==> config.mk <==
export PLATFORM = sky130hd
export DESIGN_NAME = lrx_fabric_port
export DESIGN_NICKNAME = d
export VERILOG_FILES = /design/src/design/lrx_pkg.sv /design/src/design/lrx_blk_deser.sv /design/src/design/lrx_fabric_port.sv
export VERILOG_INCLUDE_DIRS = /design/src /design/src/design
export SDC_FILE = /design/constraint.sdc
export NUM_CORES = 1
export LEC_CHECK = 0
export ABC_CLOCK_PERIOD_IN_PS = 8850
export BUFFER_PORTS_ARGS = -buffer_cell sky130_fd_sc_hd__buf_2
export CORE_ASPECT_RATIO = 1.1
export CORE_MARGIN = 3
export CORE_UTILIZATION = 51
export CTS_CLUSTER_SIZE = 28
export DETAILED_ROUTE_END_ITERATION = 8
export GPL_TIMING_DRIVEN = 0
export PLACE_DENSITY = 0.77
export SETUP_SLACK_MARGIN = 0.05
export SLEW_MARGIN = 20
export SYNTH_ARGS = -nofsm -noshare
export SYNTH_HDL_FRONTEND = slang
export SYNTH_HIERARCHICAL = 1
export SYNTH_SLANG_ARGS = --single-unit
==> constraint.sdc <==
create_clock -name clk_i -period 8.85 [get_ports clk_i]
set_input_delay 1.3275 -clock clk_i [delete_from_list [all_inputs] [get_ports clk_i]]
set_output_delay 1.3275 -clock clk_i [all_outputs]
set_load 0.1 [all_outputs]
==> src/design/lrx_defines.svh <==
// Constants for the lane receive fabric port: register map, field
// positions, reset values and timing figures.
// Assumes inclusion by bare name from the package and every design module.
`ifndef LRX_DEFINES_SVH
`define LRX_DEFINES_SVH

`define LRX_CLK_PERIOD_NS   100
`define LRX_SETTLE_NS       500
`define LRX_SETTLE_CYC      ((`LRX_SETTLE_NS + `LRX_CLK_PERIOD_NS - 1) \
                             / `LRX_CLK_PERIOD_NS)

`define LRX_DATA_W          64
`define LRX_HDR_W           4
`define LRX_HDR66_LEN       2
`define LRX_HDR67_LEN       3
`define LRX_SF66_WORDS      32
`define LRX_SF67_WORDS      64

`define LRX_DEC_MSB         7
`define LRX_OFF_CTRL        8'h00
`define LRX_OFF_STATUS      8'h04
`define LRX_OFF_INT_STAT    8'h08
`define LRX_OFF_INT_MASK    8'h0C

`define LRX_CTRL_MODE67     0
`define LRX_CTRL_SELFRST    1
`define LRX_CTRL_RESET      32'h00000002

`define LRX_ST_INIT         0
`define LRX_ST_READY        1
`define LRX_ST_IDLE         2
`define LRX_ST_LOCK         3

`define LRX_INT_W           4
`define LRX_INT_INIT_RISE   0
`define LRX_INT_READY_FALL  1
`define LRX_INT_SF_START    2
`define LRX_INT_IDLE_RISE   3
`define LRX_INT_RESET       4'h0
`define LRX_MASK_RESET      4'h0

`endif

==> src/design/lrx_pkg.sv <==
// Types shared by the lane receive fabric port modules.
// Assumes lrx_defines.svh is on the include path.
`include "lrx_defines.svh"

package lrx_pkg;

    typedef enum logic [3:0] {
        LRX_S_RESET  = 4'h1,
        LRX_S_WAIT   = 4'h2,
        LRX_S_SETTLE = 4'h4,
        LRX_S_VALID  = 4'h8
    } lrx_state_t;

    // Receiver analog and management status seen by the coding logic.
    typedef struct packed {
        logic cal_done;
        logic mgmt_done;
        logic cdr_lock;
        logic deser_pwr;
        logic peak_det;
    } lrx_pma_t;

    // One decoded block as delivered to the fabric.
    typedef struct packed {
        logic [`LRX_DATA_W-1:0] data;
        logic [`LRX_HDR_W-1:0]  hdr;
        logic                   hdr_valid;
        logic                   word_valid;
        logic                   sf_start;
    } lrx_rx_t;

endpackage

==> src/design/lrx_blk_deser.sv <==
// Serial-to-block gearbox: collects the sync header and the 64 data bits
// of one block, then presents them with a one-cycle valid pulse.
// Assumes the serial stream is already aligned to block boundaries.
`timescale 1ns/1ps
`include "lrx_defines.svh"

module lrx_blk_deser
    import lrx_pkg::*;
#(
    parameter int DATA_W = `LRX_DATA_W
) (
    input  wire logic              clk_i,      // Core clock.
    input  wire logic              arst_i,     // Async reset, active high.
    input  wire logic              clr_i,      // Synchronous clear.
    input  wire logic              mode67_i,   // 1: three-bit header.
    input  wire logic              bit_en_i,   // Serial bit strobe.
    input  wire logic              bit_i,      // Serial bit.
    output logic                   blk_valid_o,// Block complete pulse.
    output logic [2:0]             hdr_o,      // Received header bits.
    output logic [DATA_W-1:0]      data_o      // Received data bits.
);

    localparam int CNT_W = $clog2(DATA_W + `LRX_HDR67_LEN);

    logic [CNT_W-1:0]  cnt_reg,   cnt_next;
    logic [2:0]        hsh_reg,   hsh_next;
    logic [DATA_W-1:0] dsh_reg,   dsh_next;
    logic              vld_reg,   vld_next;
    logic [2:0]        hdr_reg,   hdr_next;
    logic [DATA_W-1:0] dat_reg,   dat_next;
    logic [CNT_W-1:0]  hlen;
    logic [CNT_W-1:0]  last;

    always_comb begin
        hlen     = mode67_i ? CNT_W'(`LRX_HDR67_LEN) : CNT_W'(`LRX_HDR66_LEN);
        last     = CNT_W'(hlen + CNT_W'(DATA_W) - CNT_W'(1));
        cnt_next = cnt_reg;
        hsh_next = hsh_reg;
        dsh_next = dsh_reg;
        vld_next = 1'b0;
        hdr_next = hdr_reg;
        dat_next = dat_reg;
        if (clr_i) begin
            cnt_next = '0;
            hsh_next = '0;
            dsh_next = '0;
        end else if (bit_en_i) begin
            if (cnt_reg < hlen) begin
                hsh_next = {hsh_reg[1:0], bit_i};
            end else begin
                // Left shift: the first data bit on the line ends in the MSB.
                dsh_next = {dsh_reg[DATA_W-2:0], bit_i};
            end
            if (cnt_reg == last) begin
                cnt_next = '0;
                vld_next = 1'b1;
                hdr_next = hsh_reg;
                dat_next = {dsh_reg[DATA_W-2:0], bit_i};
            end else begin
                cnt_next = CNT_W'(cnt_reg + CNT_W'(1));
            end
        end
    end

    always_ff @(posedge clk_i or posedge arst_i) begin
        if (arst_i) begin
            cnt_reg <= '0;
            hsh_reg <= '0;
            dsh_reg <= '0;
            vld_reg <= 1'b0;
            hdr_reg <= '0;
            dat_reg <= '0;
        end else begin
            cnt_reg <= cnt_next;
            hsh_reg <= hsh_next;
            dsh_reg <= dsh_next;
            vld_reg <= vld_next;
            hdr_reg <= hdr_next;
            dat_reg <= dat_next;
        end
    end

    assign blk_valid_o = vld_reg;
    assign hdr_o       = hdr_reg;
    assign data_o      = dat_reg;

endmodule

==> src/design/lrx_fabric_port.sv <==
// Receive-side fabric port of one serial lane with 64b66b/64b67b coding:
// lane initialisation, decoded block delivery, super-frame marking,
// electrical-idle flag and an APB register slave with interrupt.
// Assumes one 10 MHz clock, block-aligned serial input, and that fabric
// logic drives lane_coding_reset_n_i as an async active-low reset.
`timescale 1ns/1ps
`include "lrx_defines.svh"

module lrx_fabric_port
    import lrx_pkg::*;
#(
    parameter int DATA_W     = `LRX_DATA_W,
    parameter int SETTLE_CYC = `LRX_SETTLE_CYC,
    parameter int SF66_WORDS = `LRX_SF66_WORDS,
    parameter int SF67_WORDS = `LRX_SF67_WORDS
) (
    input  wire logic              clk_i,                 // 10 MHz clock.
    input  wire logic              rst_i,                 // Async reset, high.
    input  wire logic              lane_coding_reset_n_i, // Coding reset, low.
    input  wire lrx_pma_t          pma_i,                 // Receiver status.
    input  wire logic              ser_bit_en_i,          // Serial bit strobe.
    input  wire logic              ser_bit_i,             // Serial bit.
    input  wire logic              psel_i,                // APB select.
    input  wire logic              penable_i,             // APB enable.
    input  wire logic              pwrite_i,              // APB write.
    input  wire logic [31:0]       paddr_i,               // APB address.
    input  wire logic [31:0]       pwdata_i,              // APB write data.
    output logic [31:0]            prdata_o,              // APB read data.
    output logic                   pready_o,              // APB ready.
    output logic                   pslverr_o,             // APB error.
    output logic                   irq_o,                 // Interrupt, high.
    output logic [DATA_W-1:0]      rx_data_o,             // Block data.
    output logic [`LRX_HDR_W-1:0]  rx_sync_header_o,      // Sync header.
    output logic                   rx_header_valid_o,     // Header strobe.
    output logic                   rx_word_valid_o,       // Data strobe.
    output logic                   rx_superframe_start_o, // Frame start.
    output logic                   rx_lane_initialized_o, // Lane up.
    output logic                   rx_ready_o,            // CDR clocking ok.
    output logic                   rx_idle_o              // Line idle.
);

    localparam int SET_W = $clog2(SETTLE_CYC + 1);
    localparam int SF_W  = $clog2((SF67_WORDS > SF66_WORDS ?
                                   SF67_WORDS : SF66_WORDS) + 1);

    function automatic logic reg_hit(input logic [31:0] addr,
                                     input logic [`LRX_DEC_MSB:0] off);
        reg_hit = (addr[`LRX_DEC_MSB:0] == off) &&
                  (addr[31:`LRX_DEC_MSB+1] == '0);
    endfunction

    // The coding sublayer resets on either the system or the lane reset.
    logic pcs_arst;
    assign pcs_arst = rst_i | ~lane_coding_reset_n_i;

    logic [31:0] ctrl_reg;
    logic        mode67;
    logic        self_rst;
    logic        pcs_clr;
    logic        ready_cond;
    assign mode67   = ctrl_reg[`LRX_CTRL_MODE67];
    assign self_rst = ctrl_reg[`LRX_CTRL_SELFRST];
    // A synchronous clear avoids glitching an async reset from a status bit.
    assign pcs_clr  = self_rst & ~pma_i.cdr_lock;
    // No incoming data means no fine lock, so ready drops with it.
    assign ready_cond = pma_i.cal_done & pma_i.mgmt_done &
                        pma_i.cdr_lock & pma_i.deser_pwr &
                        pma_i.peak_det;

    logic              blk_valid;
    logic [2:0]        blk_hdr;
    logic [DATA_W-1:0] blk_data;

    lrx_blk_deser #(
        .DATA_W (DATA_W)
    ) u_deser (
        .clk_i       (clk_i),
        .arst_i      (pcs_arst),
        .clr_i       (pcs_clr),
        .mode67_i    (mode67),
        .bit_en_i    (ser_bit_en_i),
        .bit_i       (ser_bit_i),
        .blk_valid_o (blk_valid),
        .hdr_o       (blk_hdr),
        .data_o      (blk_data)
    );

    // Lane initialisation and delivery on the coding reset; ready_reg sits on the system reset.
    lrx_state_t        st_reg,  st_next;
    logic [SET_W-1:0]  set_reg, set_next;
    logic [SF_W-1:0]   sf_reg,  sf_next;
    logic              ready_reg, ready_next;
    lrx_rx_t           rx_reg,  rx_next;
    logic [SF_W-1:0]   sf_len;
    logic              lane_up;

    assign lane_up = (st_reg == LRX_S_VALID);

    always_comb begin
        st_next    = st_reg;
        set_next   = set_reg;
        sf_next    = sf_reg;
        ready_next = ready_cond;
        rx_next    = rx_reg;
        sf_len     = mode67 ? SF_W'(SF67_WORDS) : SF_W'(SF66_WORDS);
        rx_next.hdr_valid  = 1'b0;
        rx_next.word_valid = 1'b0;
        rx_next.sf_start   = 1'b0;
        if (pcs_clr) begin
            st_next = LRX_S_RESET;
        end else begin
            case (st_reg)
                LRX_S_RESET: begin
                    st_next = LRX_S_WAIT;
                end
                LRX_S_WAIT: begin
                    set_next = '0;
                    if (ready_reg) begin
                        st_next = LRX_S_SETTLE;
                    end
                end
                LRX_S_SETTLE: begin
                    if (!ready_reg) begin
                        st_next = LRX_S_WAIT;
                    end else if (set_reg == SET_W'(SETTLE_CYC - 1)) begin
                        st_next = LRX_S_VALID;
                    end else begin
                        set_next = SET_W'(set_reg + SET_W'(1));
                    end
                end
                LRX_S_VALID: begin
                    if (!ready_reg) begin
                        st_next = LRX_S_WAIT;
                    end
                end
                default: begin
                    st_next = LRX_S_RESET;
                end
            endcase
        end
        if (!lane_up || pcs_clr || !ready_reg) begin
            sf_next = '0;
        end else if (blk_valid) begin
            rx_next.data       = blk_data;
            // Header right-justified; unused upper bits read zero.
            rx_next.hdr        = mode67 ? {1'b0, blk_hdr} :
                                          {2'b00, blk_hdr[1:0]};
            rx_next.hdr_valid  = 1'b1;
            rx_next.word_valid = 1'b1;
            rx_next.sf_start   = (sf_reg == '0);
            sf_next = (sf_reg >= SF_W'(sf_len - SF_W'(1))) ? '0 :
                      SF_W'(sf_reg + SF_W'(1));
        end
    end

    always_ff @(posedge clk_i or posedge pcs_arst) begin
        if (pcs_arst) begin
            st_reg    <= LRX_S_RESET;
            set_reg   <= '0;
            sf_reg    <= '0;
            rx_reg    <= '0;
        end else begin
            st_reg    <= st_next;
            set_reg   <= set_next;
            sf_reg    <= sf_next;
            rx_reg    <= rx_next;
        end
    end

    assign rx_data_o             = rx_reg.data;
    assign rx_sync_header_o      = rx_reg.hdr;
    assign rx_header_valid_o     = rx_reg.hdr_valid;
    assign rx_word_valid_o       = rx_reg.word_valid;
    assign rx_superframe_start_o = rx_reg.sf_start;
    assign rx_lane_initialized_o = lane_up;
    // Ready sits on the system reset: fabric watches it while holding the
    // coding reset, so clearing it with that reset would deadlock the lane.
    assign rx_ready_o            = ready_reg;

    // Register slave and interrupt logic, on the system reset.
    logic [31:0]            ctrl_next;
    logic [`LRX_INT_W-1:0]  ist_reg,  ist_next;
    logic [`LRX_INT_W-1:0]  msk_reg,  msk_next;
    logic [31:0]            rd_reg,   rd_next;
    logic                   err_reg,  err_next;
    logic                   idle_reg, idle_next;
    logic                   init_q,   init_q_next;
    logic                   rdy_q,    rdy_q_next;
    logic [`LRX_INT_W-1:0]  evt;
    logic [`LRX_INT_W-1:0]  rd_clr;
    logic                   setup;
    logic                   wr_acc;
    logic                   rd_ist;
    logic                   mapped;

    assign setup  = psel_i & ~penable_i;
    assign wr_acc = psel_i & penable_i & pwrite_i;
    assign rd_ist = psel_i & penable_i & ~pwrite_i &
                    reg_hit(paddr_i, `LRX_OFF_INT_STAT);
    assign mapped = reg_hit(paddr_i, `LRX_OFF_CTRL) |
                    reg_hit(paddr_i, `LRX_OFF_STATUS) |
                    reg_hit(paddr_i, `LRX_OFF_INT_STAT) |
                    reg_hit(paddr_i, `LRX_OFF_INT_MASK);

    always_comb begin
        evt = '0;
        evt[`LRX_INT_INIT_RISE]  = lane_up & ~init_q;
        evt[`LRX_INT_READY_FALL] = ~ready_reg & rdy_q;
        evt[`LRX_INT_SF_START]   = rx_reg.sf_start;
        evt[`LRX_INT_IDLE_RISE]  = ~pma_i.peak_det & ~idle_reg;
    end

    // Each sticky bit lets a new event win over a read clear.
    genvar gi;
    generate
        for (gi = 0; gi < `LRX_INT_W; gi++) begin : g_int
            assign rd_clr[gi]   = rd_ist;
            assign ist_next[gi] = evt[gi] | (ist_reg[gi] & ~rd_clr[gi]);
        end
    endgenerate

    always_comb begin
        ctrl_next   = ctrl_reg;
        msk_next    = msk_reg;
        rd_next     = rd_reg;
        err_next    = err_reg;
        idle_next   = ~pma_i.peak_det;
        init_q_next = lane_up;
        rdy_q_next  = ready_reg;
        if (setup) begin
            rd_next  = '0;
            err_next = ~mapped;
            if (!pwrite_i) begin
                if (reg_hit(paddr_i, `LRX_OFF_CTRL)) begin
                    rd_next = ctrl_reg;
                end
                if (reg_hit(paddr_i, `LRX_OFF_STATUS)) begin
                    rd_next[`LRX_ST_INIT]  = lane_up;
                    rd_next[`LRX_ST_READY] = ready_reg;
                    rd_next[`LRX_ST_IDLE]  = idle_reg;
                    rd_next[`LRX_ST_LOCK]  = pma_i.cdr_lock;
                end
                if (reg_hit(paddr_i, `LRX_OFF_INT_STAT)) begin
                    rd_next[`LRX_INT_W-1:0] = ist_reg;
                end
                if (reg_hit(paddr_i, `LRX_OFF_INT_MASK)) begin
                    rd_next[`LRX_INT_W-1:0] = msk_reg;
                end
            end
        end
        if (wr_acc && reg_hit(paddr_i, `LRX_OFF_CTRL)) begin
            ctrl_next = '0;
            ctrl_next[`LRX_CTRL_MODE67]  = pwdata_i[`LRX_CTRL_MODE67];
            ctrl_next[`LRX_CTRL_SELFRST] = pwdata_i[`LRX_CTRL_SELFRST];
        end
        if (wr_acc && reg_hit(paddr_i, `LRX_OFF_INT_MASK)) begin
            msk_next = pwdata_i[`LRX_INT_W-1:0];
        end
    end

    always_ff @(posedge clk_i or posedge rst_i) begin
        if (rst_i) begin
            ctrl_reg <= `LRX_CTRL_RESET;
            ist_reg  <= `LRX_INT_RESET;
            msk_reg  <= `LRX_MASK_RESET;
            rd_reg   <= '0;
            err_reg  <= 1'b0;
            idle_reg <= 1'b0;
            init_q   <= 1'b0;
            rdy_q    <= 1'b0;
            ready_reg <= 1'b0;
        end else begin
            ctrl_reg <= ctrl_next;
            ist_reg  <= ist_next;
            msk_reg  <= msk_next;
            rd_reg   <= rd_next;
            err_reg  <= err_next;
            idle_reg <= idle_next;
            init_q   <= init_q_next;
            rdy_q    <= rdy_q_next;
            ready_reg <= ready_next;
        end
    end

    assign prdata_o  = rd_reg;
    assign pready_o  = 1'b1;
    assign pslverr_o = err_reg & psel_i & penable_i;
    assign irq_o     = |(ist_reg & msk_reg);
    assign rx_idle_o = idle_reg;

endmodule

==> flow_summary.yaml, run 1 <==
clock_network:
  root_buffer: "clkbuf_16"
  postCtsSetupRepairBufs: 0
  cts_buffer_depth: 3
  clkLatencyLatePin_ps: 500
  cts_made_buffers: 24
  post_cts_resized: 0
  cts.clk_slew.worst_paths_ps: 60
  clock-sinks: 243
  holdBufCountCts: 0
  htreeDepth: 1
  cts_tree: "yes"
synthesis:
  synth_warnings: 6
  synth_edf_count: 0
  synth_most_common_cell: "dfrtp_1"
  ys_ff_latch: 243
  ys_types: 61
  syn_avg_cell_area_um2: 13.49
  netlist_instances: 787
  synth_area_leaders: "dfrtp_1 57%, mux2_2 11%, mux2i_1 6.6%"
  yosysTopAreaCellShare_pct: 56.81
  synthTopCellsByCount: "241 x dfrtp_1, 103 x mux2_2, 70 x mux2i_1, 70 x nand2b_1, 37 x mux2_1"
  synth_top_cell_by_area: "dfrtp_1"
  async_reset_ff_share_pct: 100.0
  ys.flop_type: "dfrtp_1"
  ys_seq_area_share_pct: 57.30
  syn_area_um2: 10620
pwr:
  peakVddDrop_uv: 145.8
  power_mw: 2.782
  p_sw_mw: 0.7154
  leakagePower_nw: 6.642
  p_seq_share_pct: 44.9
  pwr-share-comb_pct: 15.1
  switching_share_pct: 25.72
  p_per_area_nw_per_um2: 219.6
  internal-power_mw: 2.066
  pwr-share-clk_pct: 40.0
placed_design:
  dpl.hpwl_um: 13730
  dpl_cell_area_um2: 11780
  portBuffers: 126
  place_congestion: 0.8370
final_layout:
  nNetsFinal: 1055
  utilization_pct: 62.92
  nFillCells: 1568
  synthToLayoutAreaGrowth_pct: 19.33
  fin_area_um2: 12670
  drive_gt1_share_pct: 35.09
  num_antenna_cells: 0
timing:
  fmax_ghz: 0.2892
  setup_viol: 0
  worstMarginPinSlew_ps: 888.3
  rsz0062_at_grt: "false"
  drv_slew: 0
  relSlewSlack_pct: 40.23
  period_share_pct: 39.07
  fin_skew_ps: 12.99
  finalSetupTns_ps: 0
  finalHoldViolations: 0
  hold-worst-slack_ps: 456.2
  min_period_ps: 3458
route:
  drc: 0
  vias_per_cell: 5.183
  drtIter0Drc: 208
  wirelength_um: 19470
  ant_nets: 0
  vias: 6432
  dr.pass1.iters: 6
  wl_per_cell_um: 15.69
floorplanning:
  die_y_um: 157.3
  fp-row-count: 54
  dieArea_um2: 22590
  core-area_um2: 20130
  die_width_um: 143.6
  start_util_pct: 52.73
  io_pins: 186
grt:
  grt_usage_pct: 17.43
  grt_pass1_vias: 6626
  overflow: 0
  grt_start_max_net_pins: 82
  grt_antenna_before_repair: 0
  grt_pass1_wl_um: 32520
worst_hold_path:
  whs_path_depth: 1
  hp-class: "flip-flop to flip-flop"
outcome:
  run_status: "finished clean"
critical_path:
  worstPathRequired_ps: 7520
  critPathKind: "flip-flop to primary output"
  cp_data_arrival_time_ps: 2130
  startpoint_type: "flip-flop"
  worstPathMaxFanout: 8
  cp-end-kind: "primary output"
  rr_worst_depth: 5
run:
  maxCapViolations: 0
==> path summary, 6_finish.rpt <==
kind	to	slack [ps]	startpoint
worst max-delay path	rx_lane_initialized_o	5390	st_reg[1]
worst min-delay path	ist_reg[1]	460	rdy_q
worst max register to register	rx_data_o[0]	6360	st_reg[1]
worst min register to register	ist_reg[1]	460	rdy_q
max in group asynchronous	u_deser/data_o[53]	6520	rst_i
min in group asynchronous	rx_superframe_start_o	940	lane_coding_reset_n_i
==> power groups by stage <==
stage	Combinational (mW)	Sequential [mW]	Clock, mW
3_3_place_gp	0.408	1.27	0
2_1_floorplan	0.354	1.25	0
5_1_grt	0.461	1.26	1.19
4_1_cts	0.424	1.25	1.14
6_report	0.419	1.25	1.11
3_5_place_dp	0.421	1.27	0
==> stage by stage <==
stage	instances	setup WS, ps
after CTS	1241	5373
after floorplan	815	1218
final	1241	5392
after detailed placement	1197	5326
after global placement	1193	-1465
after global routing	1241	5311
==> worst max-delay path, stage by stage, from the launching register on <==
cell and delay [ps]:
dfrtp_1 460, or4b_4 540, buf_6 150, inv_1 60
buf_2 420
==> cell type report <==
class | instances | area [µm²] | area share [%]
multi-input combinational | 481 | 3990 | 31.50
tap | 252 | 315.3 | 2.489
inverter | 22 | 90.09 | 0.7111
clock buffer | 35 | 743.2 | 5.867
timing repair buffer | 130 | 725.7 | 5.728
sequential | 243 | 6083 | 48.02
clock inverter | 9 | 147.6 | 1.165
buffer | 69 | 573.1 | 4.523
==> logic make-up (layout without fill, tap and decap cells) <==
group	count (synthesis)	count (layout)	share of synthesized area (%)
flops	243	243	57.30
mux	211	211	21.66
simple gates	175	175	10.08
buf+inv	91	265	6.176
compound gates	56	56	3.724
fa+ha+maj	7	7	0.8249
other cells	2	30	0.07074
xor+xnor	2	2	0.1650
==> metal layers <==
metal,wire length [µm],share of wire (%),GRT usage [%],vias to the layer above
li1,-,-,-,3077
met1,8417,43,22.80,3203
met2,9933,51,30.52,120
met3,771,4.0,2.704,32
met4,348,1.8,4.395,0
met5,0,0,0,-
==> placed cells by master, fill, tap and decap left out, types with 15 or more instances in the layout <==
cell type and n:
buf_2 128, nand2_1 23, nand3_1 16, nand2b_1 70, dfrtp_1 241, conb_1 30, clkbuf_1 15, mux2_2 103
o21ai_0 15, clkbuf_16 25, mux2i_1 70, mux2_1 37, inv_1 21, buf_4 33
No activity file was read; power rests on OpenSTA's default activity.
==> run 2: changes to the inputs <==
--- a/config.mk
+++ b/config.mk
@@ -6,15 +6,15 @@
 export SDC_FILE = /design/constraint.sdc
 export NUM_CORES = 1
 export LEC_CHECK = 0
-export ABC_CLOCK_PERIOD_IN_PS = 8850
+export ABC_CLOCK_PERIOD_IN_PS = 3400
 export BUFFER_PORTS_ARGS = -buffer_cell sky130_fd_sc_hd__buf_2
 export CORE_ASPECT_RATIO = 1.1
 export CORE_MARGIN = 3
-export CORE_UTILIZATION = 51
+export CORE_UTILIZATION = 56
 export CTS_CLUSTER_SIZE = 28
 export DETAILED_ROUTE_END_ITERATION = 8
 export GPL_TIMING_DRIVEN = 0
-export PLACE_DENSITY = 0.77
+export PLACE_DENSITY = 0.8
 export SETUP_SLACK_MARGIN = 0.05
 export SLEW_MARGIN = 20
 export SYNTH_ARGS = -nofsm -noshare
==> constraint.sdc (replaced) <==
create_clock -name clk_i -period 3.4 [get_ports clk_i]
set_input_delay 0.51 -clock clk_i [delete_from_list [all_inputs] [get_ports clk_i]]
set_output_delay 0.51 -clock clk_i [all_outputs]
set_load 0.1 [all_outputs]
==> run 2 against run 1 <==
Effect of this change: count of clock-buffer cells in the layout is 2 higher; critical path depth stayed put; largest cell class unchanged; critical path type unchanged; critical endpoint unchanged; highest routed layer unchanged; clock skew is 0.89 ps lower; power grew to 2.5 times the previous value; via count is 1.7% higher.
==> flow_summary.yaml, run 2 (synthesis gave the netlist of run 1 again) <==
outcome:
  run_status: "finished clean"
pwr:
  p_seq_share_pct: 46.7
  internal-power_mw: 5.110
  switching_share_pct: 26.84
  pwr-share-clk_pct: 37.5
  p_sw_mw: 1.875
  pwr-share-comb_pct: 15.7
  peakVddDrop_uv: 421.1
  p_per_area_nw_per_um2: 553.5
  leakagePower_nw: 6.614
timing:
  min_period_ps: 2662
  hold-worst-slack_ps: 139.7
  finalHoldViolations: 0
  drv_slew: 0
  setup_viol: 0
  rsz0062_at_grt: "false"
  relSlewSlack_pct: 41.66
  setup_slack_ps: 737.5
  period_share_pct: 78.31
  fmax_ghz: 0.3756
  worstMarginPinSlew_ps: 867.2
  fin_skew_ps: 12.10
grt:
  grt_usage_pct: 19.62
  grt_antenna_before_repair: 0
  grt_start_max_net_pins: 33
  grt_pass1_vias: 6591
  grt_pass1_wl_um: 32870
  overflow: 0
clock_network:
  cts.clk_slew.worst_paths_ps: 60
  cts_tree: "yes"
  clkLatencyLatePin_ps: 520
  cts_made_buffers: 25
  cts_buffer_depth: 3
  clock-sinks: 243
  htreeDepth: 1
  postCtsSetupRepairBufs: 0
  post_cts_resized: 0
  root_buffer: "clkbuf_16"
  holdBufCountCts: 0
route:
  vias_per_cell: 5.296
  ant_nets: 0
  drtIter0Drc: 264
  drc: 0
  wirelength_um: 19960
  dr.pass1.iters: 4
  wl_per_cell_um: 16.16
  vias: 6540
final_layout:
  multiInputGateArea_um2: 3990
  nNetsFinal: 1059
  drive_gt1_share_pct: 35.18
  seq_area_um2: 6083
  num_antenna_cells: 0
  utilization_pct: 68.30
  final_common_cell: "dfrtp_1"
  layout_common_cells: "241 x dfrtp_1, 128 x buf_2, 103 x mux2_2, 70 x nand2b_1, 70 x mux2i_1"
  synthToLayoutAreaGrowth_pct: 18.87
  nFillCells: 1329
floorplanning:
  fp-row-count: 52
  core-area_um2: 18480
  die_width_um: 137.3
  io_pins: 186
  dieArea_um2: 20650
  start_util_pct: 57.46
  die_y_um: 150.4
placed_design:
  portBuffers: 126
  place_ws_ps: 679.4
  place_congestion: 0.8686
  dpl.hpwl_um: 14090
critical_path:
  worstPathRequired_ps: 2890
  reg2reg_slack_ps: 860
  critPathTopFamily: "buffers and inverters"
  startpoint_type: "flip-flop"
  rr_worst_depth: 5
  worstPathMaxFanout: 8
  cp_data_arrival_time_ps: 2150
  r2r-end: "rx_data_o[0]"
  cp_slowest_cell: "or4b_4"
  slowest_delay_ps: 540
  path_buf_inv: 3
  crit_chain: "or4b_4 -> buf_6 -> inv_1 -> buf_2"
  cp-end-kind: "primary output"
  critPathKind: "flip-flop to primary output"
  r2r_start: "st_reg[1]"
worst_hold_path:
  hp-class: "input port to async pin"
run:
  maxCapViolations: 0
==> run 2: changes by cell type in the layout (fill, tap and decap cells not counted), sizes merged <==
cell and change:
bufinv -4, clkbuf +2, buf +3, clkinvlp +2
==> run 2: layout make-up <==
type	instances	area share (%)
flip-flops and latches	243	48.21
multi-input cells	481	31.62
repair buffers	133	6.167
clock buffers	37	6.028
plain buffers	69	4.541
well taps	243	2.409
inverters	22	0.6841
clock inverters	7	0.3470
==> run 2: routing by layer <==
layer / wire [µm] / track usage (%) / vias to the layer above
li1: - / - / 3100
met1: 8581 / 26.27 / 3272
met2: 10060 / 33.34 / 134
met3: 872 / 3.041 / 34
met5: 0 / 0 / -
met4: 440 / 5.689 / 0
==> run 2: worst reg2reg max path, delay by kind of cell, from the launching register on <==
family	cells	cell delay, ps
AND/OR/NAND/NOR	2	1190
buffers and inverters	2	420
multiplexers	1	360
flip-flops	1	460
==> run 2: power by group through the flow <==
stage               registers (mW)  logic [mW]  clock network, mW
detailed placement            3.31        1.10                  0
floorplan                     3.26       0.923                  0
global placement              3.30        1.06                  0
global route                  3.29        1.20               2.81
finish                        3.26        1.10               2.62
CTS                           3.26        1.11               2.69
==> run 2: per-stage QoR <==
step                      setup TNS (ps)  instance area, µm²  total power, mW  std cells
final                                  0               12620            6.985       1235
after global routing                   0               12620            7.301       1235
after CTS                              0               12620            7.054       1235
after detailed placement               0               11820            4.408       1191
after global placement           -293110               11670            4.357       1184
after floorplan                   -83340               10730            4.187        815
==> run 2: worst max-delay path by stage <==
stage	from	end	slack, ps	depth (start not counted)
3_5_place_dp	pma_i[2]	u_deser/data_o[2]	680	7
4_1_cts	st_reg[1]	rx_lane_initialized_o	720	4
3_3_place_gp	rst_i	u_deser/data_o[55]	-2080	4
5_1_grt	st_reg[1]	rx_lane_initialized_o	660	4
2_1_floorplan	lane_coding_reset_n_i	u_deser/blk_valid_o	-590	3
6_report	st_reg[1]	rx_lane_initialized_o	740	4
